--- src/core/fcb_pkg.sv ---
`default_nettype none
package fcb_pkg;
    localparam logic [7:0] FCB_OP_BNCC = 8'h0E3;
    localparam logic [7:0] FCB_OP_BNNC = 8'h0E7;
    localparam logic [7:0] FCB_OP_BNNS = 8'h0E6;
    localparam logic [15:0] FCB_PC_RESET = 16'h0000;
    localparam logic [15:0] FCB_WORD_STEP = 16'h0002;
    localparam logic [1:0] FCB_Q_RESET = 2'h0;

    typedef enum logic [1:0] {
        FCB_Q1 = 2'b00,
        FCB_Q2 = 2'b01,
        FCB_Q3 = 2'b10,
        FCB_Q4 = 2'b11
    } fcb_phase_t;

    typedef enum logic [0:0] {
        FCB_EXEC = 1'b0,
        FCB_FLUSH = 1'b1
    } fcb_state_t;
endpackage
`default_nettype wire

--- src/core/fcb_branch_unit.sv ---
`default_nettype none
module fcb_branch_unit
    import fcb_pkg::*;
(
    input wire logic clk_i,
    input wire logic rst_n_i,
    input wire logic instr_valid_i,
    input wire logic [15:0] instr_i,
    input wire logic carry_i,
    input wire logic negative_i,
    output logic [15:0] pc_o,
    output logic [1:0] q_phase_o,
    output logic busy_o,
    output logic taken_o,
    output logic flags_we_o
);
    // ************************************************
    // Phase counter and PC
    // ************************************************
    fcb_phase_t q_r, q_nxt;
    fcb_state_t st_r, st_nxt;
    logic [15:0] pc_r, pc_nxt;
    logic [15:0] instr_r, instr_nxt;
    logic take_r, take_nxt;
    logic taken_r, taken_nxt;
    logic is_br;
    logic cond;
    logic [15:0] target;

    function automatic logic [15:0] rel_target(input logic [15:0] pc, input logic [7:0] n);
        // PC has already moved past the branch word, so this is HERE + 2 + 2n
        rel_target = pc + {{7{n[7]}}, n, 1'b0};
    endfunction

    always_comb
    begin
        is_br = (instr_r[15:8] == FCB_OP_BNCC) || (instr_r[15:8] == FCB_OP_BNNC)
            || (instr_r[15:8] == FCB_OP_BNNS);
        case (instr_r[15:8])
            FCB_OP_BNCC: cond = !carry_i;
            FCB_OP_BNNC: cond = !negative_i;
            FCB_OP_BNNS: cond = negative_i;
            default: cond = 1'b0;
        endcase
        target = rel_target(pc_r, instr_r[7:0]);
        q_nxt = fcb_phase_t'(q_r + 2'd1);
        st_nxt = st_r;
        pc_nxt = pc_r;
        instr_nxt = instr_r;
        take_nxt = take_r;
        taken_nxt = taken_r;
        case (q_r)
            FCB_Q1:
            begin
                taken_nxt = 1'b0;
                if (st_r == FCB_EXEC)
                begin
                    // Decode: latch word and step PC past it
                    instr_nxt = instr_valid_i ? instr_i : 16'h0000;
                    if (instr_valid_i)
                    begin
                        pc_nxt = pc_r + FCB_WORD_STEP;
                    end
                end
            end
            FCB_Q2: take_nxt = 1'b0;
            FCB_Q3: take_nxt = (st_r == FCB_EXEC) && is_br && cond;
            FCB_Q4:
            begin
                if (st_r == FCB_FLUSH)
                begin
                    st_nxt = FCB_EXEC;
                end
                else if (take_r)
                begin
                    pc_nxt = target;
                    taken_nxt = 1'b1;
                    st_nxt = FCB_FLUSH;
                end
                // Untaken: PC keeps the sequential address
            end
            default: q_nxt = FCB_Q1;
        endcase
    end

    always_ff @(posedge clk_i)
    begin
        if (!rst_n_i)
        begin
            q_r <= FCB_Q1;
            st_r <= FCB_EXEC;
            pc_r <= FCB_PC_RESET;
            instr_r <= 16'h0000;
            take_r <= 1'b0;
            taken_r <= 1'b0;
        end
        else
        begin
            q_r <= q_nxt;
            st_r <= st_nxt;
            pc_r <= pc_nxt;
            instr_r <= instr_nxt;
            take_r <= take_nxt;
            taken_r <= taken_nxt;
        end
    end

    assign pc_o = pc_r;
    assign q_phase_o = q_r;
    assign busy_o = (st_r == FCB_FLUSH);
    assign taken_o = taken_r;
    assign flags_we_o = 1'b0;

    // ************************************************
    // Check helpers
    // ************************************************
    // Address of the word taken in Q1, so the checks can rebuild its target
    // without leaning on the target adder they are meant to judge
    logic [15:0] here_r, here_nxt;

    always_comb
    begin
        here_nxt = here_r;
        if (q_r == FCB_Q1 && st_r == FCB_EXEC && instr_valid_i)
        begin
            here_nxt = pc_r;
        end
    end

    always_ff @(posedge clk_i)
    begin
        if (!rst_n_i)
        begin
            here_r <= FCB_PC_RESET;
        end
        else
        begin
            here_r <= here_nxt;
        end
    end

    // ************************************************
    // Checks
    // ************************************************
    chk_taken_pc_write: assert property (@(posedge clk_i) disable iff (!rst_n_i)
        (q_r == FCB_Q4 && st_r == FCB_EXEC && take_r) |=> (pc_r == $past(target) && busy_o))
        else $error("taken branch did not load target");
    chk_untaken_hold: assert property (@(posedge clk_i) disable iff (!rst_n_i)
        (q_r == FCB_Q4 && !take_r) |=> $stable(pc_r))
        else $error("untaken branch wrote PC");
    chk_flush_len: assert property (@(posedge clk_i) disable iff (!rst_n_i)
        $rose(busy_o) |-> busy_o [*4] ##1 !busy_o)
        else $error("flush cycle length wrong");
    chk_flush_pc: assert property (@(posedge clk_i) disable iff (!rst_n_i)
        (busy_o && q_r != FCB_Q4) |=> $stable(pc_r))
        else $error("PC moved in idle cycle");
    chk_carry_clear: assert property (@(posedge clk_i) disable iff (!rst_n_i)
        (q_r == FCB_Q3 && !busy_o && instr_r[15:8] == FCB_OP_BNCC) |=> (take_r == !$past(carry_i)))
        else $error("carry clear decision wrong");
    chk_neg_clear: assert property (@(posedge clk_i) disable iff (!rst_n_i)
        (q_r == FCB_Q3 && !busy_o && instr_r[15:8] == FCB_OP_BNNC)
        |=> (take_r == !$past(negative_i)))
        else $error("negative clear decision wrong");
    chk_neg_set: assert property (@(posedge clk_i) disable iff (!rst_n_i)
        (q_r == FCB_Q3 && !busy_o && instr_r[15:8] == FCB_OP_BNNS)
        |=> (take_r == $past(negative_i)))
        else $error("negative set decision wrong");
    chk_pc_step: assert property (@(posedge clk_i) disable iff (!rst_n_i)
        (q_r == FCB_Q1 && !busy_o && instr_valid_i) |=> (pc_r == $past(pc_r) + FCB_WORD_STEP))
        else $error("PC not advanced past word");
    // Target rebuilt from the branch word's own address
    chk_target_math: assert property (@(posedge clk_i) disable iff (!rst_n_i)
        (q_r == FCB_Q4 && st_r == FCB_EXEC && take_r)
        |=> (pc_r == here_r + FCB_WORD_STEP + {{7{instr_r[7]}}, instr_r[7:0], 1'b0}))
        else $error("target offset wrong");
    chk_flags_kept: assert property (@(posedge clk_i) disable iff (!rst_n_i)
        !flags_we_o)
        else $error("flags written");

    // ************************************************
    // Sequencing checks
    // ************************************************
    chk_phase_wrap: assert property (@(posedge clk_i) disable iff (!rst_n_i)
        (q_r == FCB_Q4) |=> (q_r == FCB_Q1))
        else $error("phase did not wrap to Q1");
    chk_phase_step: assert property (@(posedge clk_i) disable iff (!rst_n_i)
        (q_r != FCB_Q4) |=> (q_r == fcb_phase_t'($past(q_r) + 2'd1)))
        else $error("phase did not advance");
    chk_pc_quiet: assert property (@(posedge clk_i) disable iff (!rst_n_i)
        (q_r == FCB_Q2 || q_r == FCB_Q3) |=> $stable(pc_r))
        else $error("PC written in Q2 or Q3");
    chk_take_clear: assert property (@(posedge clk_i) disable iff (!rst_n_i)
        (q_r == FCB_Q2) |=> !take_r)
        else $error("stale branch decision");
    // The idle second cycle of a taken branch neither decides nor moves the PC
    chk_idle_no_decide: assert property (@(posedge clk_i) disable iff (!rst_n_i)
        (busy_o && q_r == FCB_Q3) |=> !take_r)
        else $error("decision made in idle cycle");
    chk_taken_pulse: assert property (@(posedge clk_i) disable iff (!rst_n_i)
        $rose(taken_o) |=> !taken_o)
        else $error("taken flag held too long");
    chk_busy_taken: assert property (@(posedge clk_i) disable iff (!rst_n_i)
        $rose(busy_o) |-> taken_o)
        else $error("idle cycle without taken branch");
    chk_busy_refuse: assert property (@(posedge clk_i) disable iff (!rst_n_i)
        (busy_o && q_r == FCB_Q1) |=> ($stable(instr_r) && $stable(pc_r)))
        else $error("word accepted in idle cycle");
    chk_untaken_free: assert property (@(posedge clk_i) disable iff (!rst_n_i)
        (q_r == FCB_Q4 && st_r == FCB_EXEC && !take_r) |=> (!busy_o && !taken_o))
        else $error("untaken branch added a cycle");
    chk_untaken_pc: assert property (@(posedge clk_i) disable iff (!rst_n_i)
        (q_r == FCB_Q4 && st_r == FCB_EXEC && !take_r && is_br)
        |=> (pc_r == here_r + FCB_WORD_STEP))
        else $error("untaken branch left wrong PC");
    chk_other_ops: assert property (@(posedge clk_i) disable iff (!rst_n_i)
        (q_r == FCB_Q3 && !busy_o && instr_r[15:8] != FCB_OP_BNCC
        && instr_r[15:8] != FCB_OP_BNNC && instr_r[15:8] != FCB_OP_BNNS) |=> !take_r)
        else $error("non-branch word took a branch");
    chk_word_latch: assert property (@(posedge clk_i) disable iff (!rst_n_i)
        (q_r == FCB_Q1 && !busy_o && instr_valid_i) |=> (instr_r == $past(instr_i)))
        else $error("word not latched in Q1");
endmodule
`default_nettype wire

--- config.mk ---
export PLATFORM = sky130hd
export DESIGN_NAME = fcb_branch_unit
export DESIGN_NICKNAME = d
export VERILOG_FILES = /design/src/core/fcb_pkg.sv /design/src/core/fcb_branch_unit.sv
export SDC_FILE = /design/constraint.sdc
export NUM_CORES = 1
export LEC_CHECK = 0
export BUFFER_PORTS_ARGS = -buffer_cell sky130_fd_sc_hd__buf_2
export CAP_MARGIN = 20
export CORE_MARGIN = 1.5
export CORE_UTILIZATION = 52
export CTS_CLUSTER_SIZE = 14
export DETAILED_ROUTE_END_ITERATION = 6
export HOLD_SLACK_MARGIN = 0.02
export PLACE_DENSITY = 0.8
export SLEW_MARGIN = 10
export SYNTH_ARGS = -nofsm -noshare
export SYNTH_HDL_FRONTEND = slang
export SYNTH_SLANG_ARGS = --single-unit
--- constraint.sdc ---
create_clock -name clk_i -period 6.75 [get_ports clk_i]
set_input_delay 0.675 -clock clk_i [delete_from_list [all_inputs] [get_ports clk_i]]
set_output_delay 0.675 -clock clk_i [all_outputs]
set_load 0.1 [all_outputs]
==> metrics.md <==
| Metric | Value |
|---|---|
| Power per Cell Area | 190 nW/µm² |
| Clk slew on worst S/H paths | 0.07 ns |
| Avg WL per Cell | 12.9 µm |
| Sw frac | 0.305 |
| Num CTS Buffers | 5 |
| Setup WS post-layout | 3.74 ns |
| N_diodes | 0 |
| Post-route minimum period | 3.01 ns |
| Via-to-Cell Ratio | 5.53 |
| Worst Skew | 0.00807 ns |
| Number of setup buffers added after CTS | 0 |
| Worst-Margin Slew | 0.982 ns |
| Clock Power Share | 0.338 |
| Area contributors post-synth | dfxtp_1 33%, a21boi_0 8.2%, nand2_1 6.4% |
| DRT Pass-1 Iters | 4 |
| Post-synth EDFFs | 0 |
| Part of the cycle the worst path needs | 0.446 |
| Die Y | 67.8 µm |
| Dpl hpwl | 3140 µm |
| Dpl ws | 3.78 ns |
| Most frequent cells in the layout | 39 x buf_2, 37 x nand2_1, 36 x dfxtp_1 |
| Crit path required time | 6.94 ns |
| Worst r2r path cells | 10 |
| Yosys top cell by area | dfxtp_1 |
| Max VDD drop | 0.117 mV |
| Port buffer count | 39 |
| Worst endpoint data arrival time | 3.20 ns |
| Ys async rst share | 0 |
| CP dominant cell by count | ha_1 |
| Total grt overflow | 0 |
| Placed insts | 332 |
| CTS resizes | 0 |
| Max Fclk | 0.332 GHz |
| Worst skew pair latency | 0.29 ns |
| Setup TNS after final layout | 0 ns |
| Residual DRC count | 0 |
| Worst-path cell chain | ha_1 > nand2b_1 > ha_1 > fa_1 > a21o_1 > a221o_2 > a21oi_4 > mux2i_1 > xnor2_1 > and2_1 |
| Most common cell after layout, fill and taps aside | buf_2 |
| Clk root buf | clkbuf_8 |
| Die X | 67.8 µm |
| Final WL | 4400 µm |
| Synth warn | 0 |
| Final #Nets | 321 |
| Mapped Cells | 260 |
| Worst Hold Path Cells | 2 |
| Num rows | 23 |
| Synth top area share | 0.330 |
| Initial DRC Count | 113 |
| Min-Delay Path Class | flop to flop |
| First-pass GRT wire length | 7220 µm |
| Mapped Area | 2190 µm² |
| CP Class | flop to flop |
| Filler instances | 360 |
| Syn-to-layout area delta | 12.2% |
| Critical Path Start Type | flop |
| Crit-path slowest cell | ha_1 |
| Seq/Total Area, Yosys | 0.330 |
| Synth Flop Type | dfxtp_1 |
| Syn Area/Cell | 8.41 µm² |
| Gate power share | 0.177 |
| Library cells used by synthesis | 51 |
| Sequential Power Share | 0.485 |
| Total power | 467 µW |
| Cts hold-fix bufs | 0 |
| Internal | 324 µW |
| Synth Register Bits | 36 |
| MaxCap Viol Count | 0 |
| Status | finished, final reports clean |
| Layout cells sized above 1 | 0.210 |
| Largest net degree at the start of global routing | 42 |
| Slew Limit Fails | 0 |
| Final Hold Vio Count | 0 |
| Leakage Power | 1.07 nW |
| Sink Count | 36 |
| Core ar. | 4030 µm² |
| CTS Buffer Depth | 2 |
| Vias in the first global route | 1742 |
| Total number of vias | 1880 |
| RSZ-0062 raised after global routing | false |
| Crit-path max FO | 17 |
| Final Setup Violations | 0 |
| DIE AREA | 4600 µm² |
| Slew Limit Headroom | 0.343 |
| Initial Utilization | 0.543 |
| GRT Total Usage | 0.205 |
| CP peak stage delay | 0.50 ns |
| Post-route ant nets | 0 |
| Boundary Pins | 42 |
| Psw | 143 µW |
| Initial antenna violation count | 0 |
| Final Wtd Congestion | 0.833 |
| CTS HTree Levels | 2 |
| CTS tree | yes |
| CP Capture Type | flop |
| Post-Layout Cell Count | 340 |
[metal layers]
layer	track usage	routed length, µm
met5	0	0
met4	0.0900	53
met3	0.0345	167
met2	0.358	2120
met1	0.248	2050
[flip-flops by register name (all words and copies together), names as in the netlist]
register,cells
instr_r,16
busy_o,1
q_phase_o,2
taken_o,1
pc_o,15
take_r,1
[cells by family (layout without fill, tap and decap cells)]
group                      after synthesis  after routing  share of synthesized area
AOI/OAI and AO/OA                       56             56                      0.203
xor gates and xnor gates                 6              6                     0.0240
and+or+nand+nor                        117            117                      0.281
adders and majority gates               11             11                     0.0664
muxes                                   10             10                     0.0458
other                                    1              2                    0.00172
buffers and inverters                   23             52                     0.0481
DFF                                     36             36                      0.330
[cell type report]
class / instances / area, µm² / area share
tap: 50 / 62.6 / 0.0255
inverter: 5 / 18.8 / 0.00765
multi-input combinational: 202 / 1360 / 0.556
clock inverter: 2 / 10.0 / 0.00408
clock buffer: 6 / 82.6 / 0.0337
sequential: 36 / 721 / 0.294
timing repair buffer: 39 / 195 / 0.0796
[final timing paths]
| path | slack (ns) | start | end |
|---|---|---|---|
| setup / recovery | 3.74 | q_phase_o[1]$_SDFF_PN0_ | pc_o[9]$_SDFFE_PN0P_ |
| hold / removal | 0.46 | instr_r[3]$_SDFFE_PN0P_ | instr_r[3]$_SDFFE_PN0P_ |
| setup reg to reg | 3.74 | q_phase_o[1]$_SDFF_PN0_ | pc_o[9]$_SDFFE_PN0P_ |
| hold reg to reg | 0.46 | instr_r[3]$_SDFFE_PN0P_ | instr_r[3]$_SDFFE_PN0P_ |
[worst max-delay path, delay by kind of cell, from the launching register on]
| kind | cells | cell delay, ns |
|---|---|---|
| flops | 1 | 0.38 |
| compound gates | 3 | 0.80 |
| xor+xnor | 1 | 0.08 |
| mux | 1 | 0.24 |
| simple gates | 2 | 0.28 |
| fa+ha+maj | 3 | 1.13 |
[cells in the mapped netlist (2+ instances only)]
cell type / n
and3_1: 2
nand2b_1: 9
clkbuf_1: 11
inv_1: 5
xnor2_1: 5
nand2_1: 37
nand4_1: 4
nor2_1: 5
a21oi_1: 7
nand3_1: 27
ha_1: 10
nor3_1: 5
buf_4: 2
mux2i_1: 10
and3_2: 3
and2_1: 11
buf_2: 3
o31ai_1: 2
nor3b_1: 2
a21boi_0: 24
dfxtp_1: 36
a21o_1: 2
nor2b_1: 3
o21ai_0: 7
nand3b_1: 2
[power by group through the flow]
| stage | registers (mW) | logic, mW | clock network [mW] |
|---|---|---|---|
| final | 0.227 | 0.0827 | 0.158 |
| after global routing | 0.228 | 0.0903 | 0.170 |
| after CTS | 0.227 | 0.0834 | 0.160 |
| after detailed placement | 0.232 | 0.0825 | 0 |
| after global placement | 0.231 | 0.0817 | 0 |
| after floorplan | 0.253 | 0.0453 | 0 |
[stage by stage]
step,area (µm²),hold WS (ns),util
after CTS,2450,0.464,0.609
after global routing,2450,0.479,0.609
after global placement,2360,0.446,0.586
after detailed placement,2360,0.453,0.586
after floorplan,2190,0.436,-
final,2450,0.461,0.609
(Power assumes the default switching activity.)
